**config.mk**
```make
export PLATFORM = sky130hd
export DESIGN_NAME = iltl_top
export DESIGN_NICKNAME = d
export VERILOG_FILES = /design/src/rtl/iltl_pkg.sv /design/src/rtl/iltl_channel.sv /design/src/rtl/iltl_top.sv
export VERILOG_INCLUDE_DIRS = /design/src /design/src/rtl
export SDC_FILE = /design/constraint.sdc
export NUM_CORES = 1
export LEC_CHECK = 0
export ABC_AREA = 0
export BUFFER_PORTS_ARGS = -buffer_cell sky130_fd_sc_hd__buf_2
export CAP_MARGIN = 10
export CORE_ASPECT_RATIO = 0.7
export CORE_MARGIN = 3
export CORE_UTILIZATION = 50
export CTS_CLUSTER_DIAMETER = 200
export DETAILED_ROUTE_END_ITERATION = 8
export PLACE_DENSITY = 0.68
export SYNTH_ARGS = -nofsm -noshare
export SYNTH_HDL_FRONTEND = slang
export SYNTH_HIERARCHICAL = 1
export SYNTH_SLANG_ARGS = --single-unit
```
**constraint.sdc**
```tcl
create_clock -name clk -period 2.6 [get_ports clk]
set_input_delay 0.39 -clock clk [delete_from_list [all_inputs] [get_ports clk]]
set_output_delay 0.39 -clock clk [all_outputs]
set_load 0.01 [all_outputs]
```
**src/rtl/iltl_consts.svh**
```systemverilog
// iltl_consts.svh: timing counts and thresholds for the isolated line transceiver logic
// assumes a 100 MHz clock; included by bare name, holds definitions only
`ifndef ILTL_CONSTS_SVH
`define ILTL_CONSTS_SVH

// clock period in picoseconds
`define ILTL_CLK_PS           10000
// edge pulse width in picoseconds, as printed (about 1 ns)
`define ILTL_PULSE_PS         1000
// refresh idle time in microseconds
`define ILTL_REFRESH_US       1
// watchdog silence time in microseconds
`define ILTL_WATCHDOG_US      5
// refresh period in cycles (least time, rounded up)
`define ILTL_REFRESH_CYC      ((`ILTL_REFRESH_US * 1000000 + `ILTL_CLK_PS - 1) / `ILTL_CLK_PS)
// watchdog timeout in cycles (longest time, rounded down)
`define ILTL_WATCHDOG_CYC     ((`ILTL_WATCHDOG_US * 1000000) / `ILTL_CLK_PS)
// thermal trip and release temperatures in degrees C
`define ILTL_TEMP_TRIP        8'h96
`define ILTL_TEMP_RELEASE     8'h8C
// receiver thresholds in millivolts (signed)
`define ILTL_RX_HIGH_MV       (-16'sd30)
`define ILTL_RX_LOW_MV        (-16'sd200)

`endif

```
**src/rtl/iltl_pkg.sv**
```systemverilog
// iltl_pkg.sv: types shared by the isolated line transceiver logic
// assumes nothing of its surroundings
package iltl_pkg;
   // receiver decision result
   typedef enum logic [1:0] {
      ILTL_RX_HIGH = 2'b00,
      ILTL_RX_LOW  = 2'b01,
      ILTL_RX_UNDEF = 2'b11
   } iltl_rx_t;
endpackage

```
**src/rtl/iltl_channel.sv**
```systemverilog
// iltl_channel.sv: one barrier channel, edge-pulse encoder, bistable decoder, refresh, watchdog
// assumes one clock; link_ok low models an unpowered sending side (pulses lost)
`include "iltl_consts.svh"
module iltl_channel
   import iltl_pkg::*;
#(
   parameter logic dflt_level = 1'b1   // level forced by the watchdog
) (
   // clock and reset
   input  wire logic clk,
   input  wire logic reset,
   // sending side
   input  wire logic level_in,
   input  wire logic link_ok,
   // receiving side
   output logic      level_out,
   output logic      wd_fault
);
   localparam int unsigned PULSE_CYC = (`ILTL_PULSE_PS + `ILTL_CLK_PS - 1) / `ILTL_CLK_PS;
   localparam int unsigned REF_CYC   = `ILTL_REFRESH_CYC;
   localparam int unsigned WD_CYC    = `ILTL_WATCHDOG_CYC;
   initial begin
      if (PULSE_CYC < 1 || REF_CYC < 1 || WD_CYC <= REF_CYC)
         $error("iltl_channel: timing counts cannot be served");
   end

   logic        last_r;      // level last encoded
   logic [15:0] idle_r;      // cycles since last edge or refresh
   logic [15:0] wd_r;        // cycles since last received pulse
   logic        set_p;       // set pulse across barrier
   logic        rst_p;       // reset pulse across barrier
   logic        latch_r;     // bistable decoder
   logic        refresh;     // refresh due

   assign refresh = (idle_r >= 16'(REF_CYC - 1));

   // encoder: one-cycle pulse per edge, or a refresh after idle
   always_comb begin
      set_p = 1'b0;
      rst_p = 1'b0;
      if (link_ok && ((level_in != last_r) || refresh)) begin
         set_p = level_in;
         rst_p = ~level_in;
      end
   end

   // encoder state
   always_ff @(posedge clk) begin
      if (reset) begin
         last_r <= 1'b0;
         // refresh falls due at once, so every channel with link_ok high pulses on the first edge after release
         idle_r <= 16'(REF_CYC - 1);
      end else begin
         last_r <= level_in;
         if (set_p || rst_p) idle_r <= 16'h0000;
         else                idle_r <= idle_r + 16'h0001;
      end
   end

   // bistable decoder
   always_ff @(posedge clk) begin
      if (reset)      latch_r <= dflt_level;
      else if (set_p) latch_r <= 1'b1;
      else if (rst_p) latch_r <= 1'b0;
   end

   // watchdog on pulse silence
   always_ff @(posedge clk) begin
      if (reset)                wd_r <= 16'(WD_CYC);
      else if (set_p || rst_p)  wd_r <= 16'h0000;
      else if (wd_r < 16'(WD_CYC)) wd_r <= wd_r + 16'h0001;
   end

   assign wd_fault  = (wd_r >= 16'(WD_CYC));
   assign level_out = wd_fault ? dflt_level : latch_r;
endmodule // iltl_channel

```
**src/rtl/iltl_top.sv**
```systemverilog
// iltl_top.sv: digital model of an isolated differential multipoint transceiver
// assumes logic-side pins and bus-side sampled values synchronous to clk
`include "iltl_consts.svh"
module iltl_top
   import iltl_pkg::*;
(
   // clock and reset
   input  wire logic        clk,
   input  wire logic        reset,
   // logic side
   input  wire logic        send_line_in,
   input  wire logic        drive_on,
   input  wire logic        listen_on_n,
   output logic             recv_line_out,
   output logic             recv_line_oe_n,
   // bus side driver, oe low while driving
   output logic             out_true_leg,
   output logic             out_comp_leg,
   output logic             out_leg_oe_n,
   // bus side receiver: sampled differential voltage and open-line flag
   input  wire logic signed [15:0] line_diff_mv,
   input  wire logic        line_open,
   // health inputs
   input  wire logic [7:0]  die_temp_c,
   input  wire logic        logic_side_ok,
   input  wire logic        bus_side_ok,
   // status
   output logic             thermal_off,
   output logic             link_fault
);
   logic     tx_bus;       // data on bus side
   logic     de_bus;       // enable on bus side
   logic     rx_logic;     // receive result on logic side
   logic     wd_tx;        // watchdog, data channel
   logic     wd_de;        // watchdog, enable channel
   logic     wd_rx;        // watchdog, receive channel
   logic     rx_dec;       // receiver decision on bus side
   logic     rx_held_r;    // last defined receiver level
   logic     hot_r;        // thermal shutdown state
   iltl_rx_t rx_cls;       // receiver classification

   // barrier channels logic to bus, bus to logic
   iltl_channel #(.dflt_level(1'b0)) u_ch_tx (
      .clk       (clk),
      .reset     (reset),
      .level_in  (send_line_in),
      .link_ok   (logic_side_ok),
      .level_out (tx_bus),
      .wd_fault  (wd_tx)
   );
   iltl_channel #(.dflt_level(1'b0)) u_ch_de (
      .clk       (clk),
      .reset     (reset),
      .level_in  (drive_on),
      .link_ok   (logic_side_ok),
      .level_out (de_bus),
      .wd_fault  (wd_de)
   );
   iltl_channel #(.dflt_level(1'b1)) u_ch_rx (
      .clk       (clk),
      .reset     (reset),
      .level_in  (rx_dec),
      .link_ok   (bus_side_ok),
      .level_out (rx_logic),
      .wd_fault  (wd_rx)
   );

   // receiver classification against thresholds
   always_comb begin
      if (line_open)                               rx_cls = ILTL_RX_HIGH;
      else if (line_diff_mv >= `ILTL_RX_HIGH_MV)   rx_cls = ILTL_RX_HIGH;
      else if (line_diff_mv <= `ILTL_RX_LOW_MV)    rx_cls = ILTL_RX_LOW;
      else                                         rx_cls = ILTL_RX_UNDEF;
   end

   // undefined band holds the last defined level
   always_ff @(posedge clk) begin
      if (reset) rx_held_r <= 1'b1;
      else begin
         case (rx_cls)
            ILTL_RX_HIGH: rx_held_r <= 1'b1;
            ILTL_RX_LOW:  rx_held_r <= 1'b0;
            default:      rx_held_r <= rx_held_r;
         endcase
      end
   end
   assign rx_dec = rx_held_r;

   // thermal shutdown with hysteresis
   always_ff @(posedge clk) begin
      if (reset)                                hot_r <= 1'b0;
      else if (die_temp_c >= `ILTL_TEMP_TRIP)   hot_r <= 1'b1;
      else if (die_temp_c <= `ILTL_TEMP_RELEASE) hot_r <= 1'b0;
   end

   // bus-side driver outputs
   always_ff @(posedge clk) begin
      if (reset) begin
         out_true_leg <= 1'b0;
         out_comp_leg <= 1'b1;
         out_leg_oe_n <= 1'b1;
      end else begin
         out_true_leg <= tx_bus;
         out_comp_leg <= ~tx_bus;
         out_leg_oe_n <= ~(de_bus && !hot_r && !wd_tx && !wd_de);
      end
   end

   // logic-side receiver output
   always_ff @(posedge clk) begin
      if (reset) begin
         recv_line_out  <= 1'b1;
         recv_line_oe_n <= 1'b1;
      end else begin
         recv_line_out  <= wd_rx ? 1'b1 : rx_logic;
         recv_line_oe_n <= listen_on_n;
      end
   end

   // status flags
   always_ff @(posedge clk) begin
      if (reset) begin
         thermal_off <= 1'b0;
         link_fault  <= 1'b0;
      end else begin
         thermal_off <= hot_r;
         link_fault  <= wd_tx | wd_de | wd_rx;
      end
   end
endmodule // iltl_top

```
# Word-level counts from Yosys, hierarchy flattened
# Cells that the tools add are included.
dict set report word_totals {
  in_bits 32
  regBits 111
  output_inout_bits 7
}
dict set report op_classes {
  n_lt_le_gt_ge 13
  muxes 27
  n_eq_ne 4
  n_reduce_logical 28
  bitwise 7
  addsub 6
}
# op n
set ops {}
lappend ops {{$add 16x1->16 const B} 6}
lappend ops {{$mux 9} 6}
lappend ops {{$ge 16x7->1 const B} 3}
lappend ops {{$ge 16x9->1 const B} 3}
lappend ops {{$lt 16x9->1 const B} 3}
lappend ops {{$mux 7} 3}
lappend ops {{$ge 16x6->1 const B} 1}
lappend ops {{$le 16x9->1 const B} 1}
lappend ops {{$mux 1} 14}
lappend ops {{$reduce_bool 2->1} 7}
lappend ops {{$reduce_or 2->1} 5}
lappend ops {{$ge 8x8->1 const B} 1}
lappend ops {{$le 8x8->1 const B} 1}
lappend ops {{$logic_and 1x1->1} 6}
lappend ops {{$logic_or 1x1->1} 6}
lappend ops {{$mux 2} 3}
lappend ops {{$not 1->1} 5}
lappend ops {{$logic_not 1->1} 3}
lappend ops {{$ne 1x1->1} 3}
lappend ops {{$eq 2x1->1 const B} 1}
lappend ops {{$logic_not 2->1} 1}
lappend ops {{$or 1x1->1} 2}
lappend ops {{$pmux 1 s2} 1}

# Logic depth before layout (Yosys ltp)
# Gate-level depths: netlist (run 1).
dict set report logic_depth {
  ltp_word 6
  depth_mapped 6
  mapped_depth_nobuf 5
}

# By module
# The synthesis (run 1) kept the hierarchy.
# mod seq_area_each_um2 cells_per_inst instances area_each_um2
set modules_own_cells {}
lappend modules_own_cells {{iltl_channel at u_ch_de ...} 680.7 163 2 1566.5}
lappend modules_own_cells {{iltl_channel at u_ch_rx} 680.7 168 1 1556.5}
lappend modules_own_cells {iltl_top 180.2 35 1 339.1}

# Worst setup path after synthesis (run 1)
# Ideal clock, no wire load.
dict set report synth_path {
  path_kind {reg-to-reg}
  startpoint {reg u_ch_de.idle_r[0]}
  endpoint {reg u_ch_de.latch_r}
  path_buffers 1
  synth_period_minus_slack_ns 2.008
  t_arrival_ns 1.887
  t_required_ns 2.479
  setup_slack_ns 0.592
  stages_incl_launch_ff 7
  path_cell_list {dfxtp_1 ha_1 or4_4 a2111oi_4 a21boi_2 buf_6 mux2_4}
}
dict set report synth_via {
  elab_chain_cells 5
  word_cells_on_any_way 7
  cone_classes {order compare (1); mux (3); reduce/logical (3)}
}
# element line_no
set synth_lines {}
lappend synth_lines {{start, declared} iltl_channel.sv:28} ;# logic [15:0] idle_r;
lappend synth_lines {{start signal, assigned} iltl_channel.sv:52} ;# idle_r <= 16'(REF_CYC - 1);
lappend synth_lines {{start signal, assigned} iltl_channel.sv:56} ;# else idle_r <= idle_r + 16'h0001;
lappend synth_lines {{$ge 16x7->1 (*)} iltl_channel.sv:35} ;# assign refresh = (idle_r >= 16'(REF_CYC - 1));
lappend synth_lines {{$logic_or 1x1->1 (*)} iltl_channel.sv:41} ;# if (link_ok && ((level_in != last_r) || refresh)) begin
lappend synth_lines {{$logic_and 1x1->1 (*)} iltl_channel.sv:41}
lappend synth_lines {{$mux 1} iltl_channel.sv:41}
lappend synth_lines {{$mux 1 / $reduce_bool 2->1 (equally long branches)} n/a}
lappend synth_lines {{end signal, assigned} iltl_channel.sv:62} ;# if (reset) latch_r <= dflt_level;
lappend synth_lines {{end, declared} iltl_channel.sv:32} ;# logic latch_r;
# Every way passes the cells marked *; elsewhere a longest branch is shown, timed or not.
# A chain may end at the register's enable or synchronous reset.

# Worst setup path after layout (run 1)
dict set report layout_path {
  startpoint {reg u_ch_de.idle_r[0]}
  endpoint {reg u_ch_de.idle_r[10]}
}
dict set report layout_via {
  elab_chain_cells 6
  word_cells_on_any_way 8
  cone_classes {add/sub (1); order compare (1); mux (2); reduce/logical (4)}
}
# element line_no
set layout_lines {}
lappend layout_lines {{$ge 16x7->1} iltl_channel.sv:35}
lappend layout_lines {{$logic_or 1x1->1} iltl_channel.sv:41}
lappend layout_lines {{$logic_and 1x1->1} iltl_channel.sv:41}
lappend layout_lines {{$mux 1} iltl_channel.sv:41}
lappend layout_lines {{$logic_or 1x1->1} iltl_channel.sv:55} ;# if (set_p || rst_p) idle_r <= 16'h0000;
lappend layout_lines {{$reduce_or 2->1 (no source line)} n/a}
# Parallel ways exist; a longest one is shown, timed or not.

==> run summary, run 1 <==
outcome - finished clean
CTS sink cnt - 111
commonest non-fill, non-tap cell in the layout - dfxtp_1
worst reg2reg startpoint - u_ch_de/idle_r[0]
most frequent cells in the layout - dfxtp_1, nor3_1, buf_2
Core Rows - 29
port bufs - 38
Critical Path Source - u_ch_de/idle_r[0]
Final nets - 611
Worst setup SP type - register
DIE WIDTH - 126 microns
Max-Cap Viols - 0
multi-input combinational cell area - 2640 sq um
via count - 4,084
Reg area - 2220 sq um
VDD IR max - 0.355 mV
aggregate global-route resource usage - 0.184
post-CTS setup buffer count - 0
detailed router's first-iteration violation count - 309
Slew @ Worst Pin - 1.01 ns
Mean Syn Cell Area - 9.51 sq um
initial antenna violation count - 0
antenna cell count - 0
final setup fails - 0
DRT antenna net count - 0
Hold-fix buffers, CTS - 0
GPL Wtd Cong - 0.784
TritonCTS buffer count - 9
first-pass GRT wire length - 17,700 microns
DP Wirelength - 7230 microns
routed vias/inst - 5.84
P_leak - 2.07 nW
clock tree root buffer cell - clkbuf_16
num ports - 39
grt ovf - 0
cell count after synthesis - 529
ys flop type - dfxtp_1
Post-Syn Nets - 570
H-tree Lvls - 3
Inst Count DP - 683
Slew HR - 0.322
PwrDens - 657 nW/um^2
WL/cell - 14.7 microns
Reg clk slew, reported paths - 0.07 ns
fill count - 835
drt first pass iters - 4
Slew Limit Fails - 0
Place WS - 0.327 ns
Die Span Y - 89.9 microns
Worst EP required - 2.86 ns
Post-Layout Cell Count - 699
Yosys reg bits - 111
Layout area overhead - 12.9%
maximum clock frequency - 437 MHz
die area - 11,300 sq um
Max Fanout on Critical Path - 22
fin crit share - 0.880
register area share after synthesis - 0.442
HP Start - listen_on_n
post-layout util - 0.602
Starting Density - 0.533
TritonCTS clock tree - yes
core area - 9430 sq um
DRC Markers - 0
largest net degree at the start of global routing - 37
clock buffer depth - 2
final worst setup slack - 0.313 ns
synth unique cells - 54
crit path kind - register to register
PostCTS Resize Cnt - 0
Placed Instance Area - 5370 sq um
later-pin clock latency in the skew report - 0.34 ns
Post-Route WL - 10,300 microns
asr flop ratio synth - 0
Post-Syn Area - 5030 sq um
Post-synth EDFFs - 0
yosys warns - 6
RSZ-0062 raised after global routing - no
clock skew - 0.00796 ns
Fin Hold WS - 0.234 ns
post-layout min period - 2.29 ns
Arr. time, crit path - 2.55 ns
layout cells sized above 1 - 0.144
post-route cell area - 5680 sq um
Sum Neg Setup Slack - 0 ns
critical path capture point type - register
vias in the first global route - 3,768
Hold Violations, Final - 0
Design Power - 3.73 mW
Hold Crit Class - input pin to register
## flip-flops by register name (all words and copies together) (netlist names)
signal,flops
hot_r,1
link_fault,1
out_comp_leg,1
out_leg_oe_n,1
out_true_leg,1
recv_line_oe_n,1
recv_line_out,1
rx_dec,1
thermal_off,1
u_ch_de/idle_r,16
u_ch_de/last_r,1
u_ch_de/latch_r,1
u_ch_de/wd_r,16
u_ch_rx/idle_r,16
u_ch_rx/last_r,1
u_ch_rx/latch_r,1
u_ch_rx/wd_r,16
u_ch_tx/idle_r,16
u_ch_tx/last_r,1
u_ch_tx/latch_r,1
u_ch_tx/wd_r,16
## path summary, 6_finish.rpt
check / endpoint / slack, ns / depth (start not counted)
setup / recovery: u_ch_de/idle_r[10] / 0.31 / 6
hold / removal: recv_line_oe_n / 0.23 / 2
setup reg to reg: u_ch_de/idle_r[10] / 0.31 / 6
hold reg to reg: u_ch_rx/wd_r[11] / 0.47 / 1
## logic make-up (layout without fill, tap and decap cells)
group                    Yosys count  after routing  share of synthesized area
AND/OR/NAND/NOR                  224            224                      0.267
flip-flops                       111            111                      0.442
AO/OA/AOI/OAI                    100            100                      0.151
XOR/XNOR                          42             42                     0.0732
buffers and inverters             38             84                     0.0323
adder cells (fa/ha/maj)            9              9                     0.0224
multiplexers                       5              5                     0.0119
## report_power, final
group	internal, mW	switching [mW]
clock	0.758	0.588
combinational	0.217	0.271
sequential	1.80	0.101
## routing by layer
metal | wire length (microns) | up-vias | GRT usage
li1 | - | 2078 | -
met1 | 5270 | 1941 | 0.263
met2 | 4600 | 53 | 0.278
met3 | 312 | 12 | 0.0397
met4 | 106 | 0 | 0.0563
met5 | 0 | - | 0
## synthesized netlist by cell type, drive strengths merged (7+ instances only)
cell type,n,share of area
xor2,25,0.044
nor4,14,0.020
and2,8,0.010
o21bai,14,0.021
ha,9,0.022
nor2,16,0.012
or3,14,0.018
nand2,21,0.016
o31ai,8,0.012
nand4,22,0.027
buf,7,0.0092
nor2b,7,0.0087
or4,13,0.021
nor3b,22,0.033
and3,9,0.011
o21ai,21,0.021
clkbuf,13,0.0097
nor3,44,0.044
and4,8,0.014
a211oi,19,0.028
xnor2,17,0.030
nand3,18,0.020
inv,18,0.013
dfxtp,111,0.44
## layout make-up
type | count | share of cell area
Multi-Input combinational cell | 380 | 0.466
Sequential cell | 111 | 0.391
Timing Repair Buffer | 50 | 0.0498
Clock buffer | 13 | 0.0494
Tap cell | 124 | 0.0273
Inverter | 18 | 0.0119
Clock inverter | 3 | 0.00441
## critical path: stages, from the launching register on
cell and delay, ns:
dfxtp_1 0.33, ha_1 0.24, or4_4 0.44, a2111oi_4 0.41
a21boi_2 0.32, buf_4 0.28, nor3_1 0.19
No activity file was read; power rests on OpenSTA's default activity.
==> run 2, diff against run 1 <==
PLACE_DENSITY = 0.7   (was 0.68)
==> run 2 against run 1 <==
  * Count of clock-buffer cells in the layout down 1
  * Critical path type unchanged
  * Utilization down 0.12 points
  * Highest routed layer unchanged
  * First-iteration DRC count up 18%
  * Sequential share of layout area up 0.078 points
  * Die area unchanged
  * Largest cell class unchanged
  * Via count down 0.29%
==> run summary, run 2 (synthesis gave the netlist of run 1 again) <==
vias in the first global route - 3,750 (-0.48%)
DRT antenna net count - 0 (unchanged)
die area - 11,300 sq um (unchanged)
H-tree Lvls - 3 (unchanged)
PwrDens - 663 nW/um^2 (+0.84%)
post-CTS setup buffer count - 0 (unchanged)
Hold-fix buffers, CTS - 0 (unchanged)
most frequent cells in the layout - dfxtp_1, nor3_1, buf_2
Fin Hold WS - 0.239 ns (+0.00511 ns)
commonest non-fill, non-tap cell in the layout - dfxtp_1
CTS sink cnt - 111 (unchanged)
Max-Cap Viols - 0 (unchanged)
crit path kind - register to register
Worst EP required - 2.86 ns (about the same)
layout cells sized above 1 - 0.139 (-0.00498)
worst reg2reg startpoint - u_ch_tx/idle_r[0]
Slew Limit Fails - 0 (unchanged)
critical-path cell list - ha_1, or4_4, a2111oi_4, a21boi_2, buf_4, nor3b_1
reg2reg path depth - 6 (unchanged)
Crit path largest cell delay - 0.44 ns (about the same)
Worst setup SP type - register
VDD IR max - 0.378 mV (+6.5%)
R2R Path End - u_ch_tx/wd_r[9]
Post-Route WL - 10,500 microns (+2.6%)
Slew HR - 0.411 (+0.0893)
core area - 9430 sq um (unchanged)
WHS Path Cells - 2 (unchanged)
Hold Crit Class - input pin to register
largest net degree at the start of global routing - 50 (+35%)
TritonCTS buffer count - 9 (unchanged)
DRC Markers - 0 (unchanged)
r2r setup slk - 0.35 ns (+0.03 ns)
Final nets - 610 (-0.16%)
GPL Wtd Cong - 0.834 (+6.4%)
Sum Neg Setup Slack - 0 ns (unchanged)
outcome - finished clean
Starting Density - 0.533 (unchanged)
detailed router's first-iteration violation count - 364 (+18%)
DP Wirelength - 7360 microns (+1.8%)
later-pin clock latency in the skew report - 0.34 ns (about the same)
grt ovf - 0 (unchanged)
Arr. time, crit path - 2.51 ns (-0.04 ns)
Die Span Y - 89.9 microns (unchanged)
Hold Violations, Final - 0 (unchanged)
first-pass GRT wire length - 18,200 microns (+2.8%)
PostCTS Resize Cnt - 0 (unchanged)
aggregate global-route resource usage - 0.191 (+0.00696)
maximum clock frequency - 444 MHz (+1.6%)
clock skew - 0.00957 ns (+0.00161 ns)
TritonCTS clock tree - yes
critical path capture point type - register
Slew @ Worst Pin - 0.878 ns (-0.133 ns)
initial antenna violation count - 0 (unchanged)
P_leak - 2.06 nW (-0.46%)
WL/cell - 15.1 microns (+2.8%)
DIE WIDTH - 126 microns (unchanged)
Crit path buffers/inverters - 1 (unchanged)
num ports - 39 (unchanged)
Placed Instance Area - 5360 sq um (-0.14%)
routed vias/inst - 5.83 (-0.15%)
drt first pass iters - 5 (+1)
fill count - 818 (-2.0%)
Worst path top cell family by delay - compound AO/OA/AOI/OAI gates
RSZ-0062 raised after global routing - no
Layout area overhead - 12.7%
final setup fails - 0 (unchanged)
Core Rows - 29 (unchanged)
Reg clk slew, reported paths - 0.07 ns (about the same)
slowest stage cell, crit path - or4_4
clock buffer depth - 2 (unchanged)
Max Fanout on Critical Path - 18 (-18%)
post-route cell area - 5670 sq um (-0.20%)
post-layout min period - 2.25 ns (-0.0350 ns)
via count - 4,072 (-0.29%)
fin crit share - 0.866 (-0.0135)
antenna cell count - 0 (unchanged)
clock tree root buffer cell - clkbuf_16
HP Start - listen_on_n
port bufs - 38 (unchanged)
sink of the worst hold path - recv_line_oe_n
run 2: cell types whose count changed in the layout (fill, tap and decap cells not counted), sizes merged:
cell,change
buf,-1
bufinv,+1
clkbuf,-1
run 2: layout make-up:
type                            instances  area, sq um  share of cell area
Clock buffer                           12          246              0.0435
Clock inverter                          4         55.1             0.00972
Inverter                               18         67.6              0.0119
Multi-Input combinational cell        380         2640               0.467
Sequential cell                       111         2220               0.392
Tap cell                              124          155              0.0274
Timing Repair Buffer                   49          275              0.0486
run 2: worst reg2reg max path, cell delays in order, from the launching register on:
cell and delay (ns):
dfxtp_1 0.34, ha_1 0.24, or4_4 0.44, a2111oi_4 0.40, a21boi_2 0.29, buf_4 0.30, nor3b_1 0.19
run 2: where the power goes:
group          total, mW  switching, mW  internal [mW]
Combinational      0.490          0.275          0.216
Sequential          1.90          0.101           1.80
Clock               1.37          0.590          0.778
run 2: through the flow:
stage | util | instances | total power [mW] | worst slack [ns]
2_1_floorplan | - | 529 | 2.28 | 0.592
3_3_place_gp | 0.569 | 682 | 2.40 | 0.449
3_5_place_dp | 0.569 | 682 | 2.42 | 0.363
4_1_cts | 0.601 | 698 | 3.80 | 0.342
5_1_grt | 0.601 | 698 | 3.95 | 0.213
6_report | 0.601 | 698 | 3.76 | 0.348
run 2: worst max-delay path by stage:
stage	start	cells after the start	to	slack, ns
detailed placement	u_ch_tx/idle_r[0]	6	u_ch_tx/wd_r[9]	0.36
CTS	u_ch_tx/idle_r[0]	6	u_ch_tx/wd_r[9]	0.34
finish	u_ch_tx/idle_r[0]	6	u_ch_tx/wd_r[9]	0.35
global route	u_ch_tx/idle_r[0]	6	u_ch_tx/wd_r[11]	0.21
global placement	u_ch_tx/idle_r[0]	6	u_ch_tx/wd_r[15]	0.45
floorplan	u_ch_de/idle_r[0]	6	u_ch_de/latch_r	0.59
run 2: per-layer routing:
metal | wire length [microns] | vias up | track usage
met1 | 5540 | 1924 | 0.279
met3 | 388 | 5 | 0.0462
met5 | 0 | - | 0
li1 | - | 2065 | -
met2 | 4570 | 78 | 0.286
met4 | 48 | 0 | 0.0420
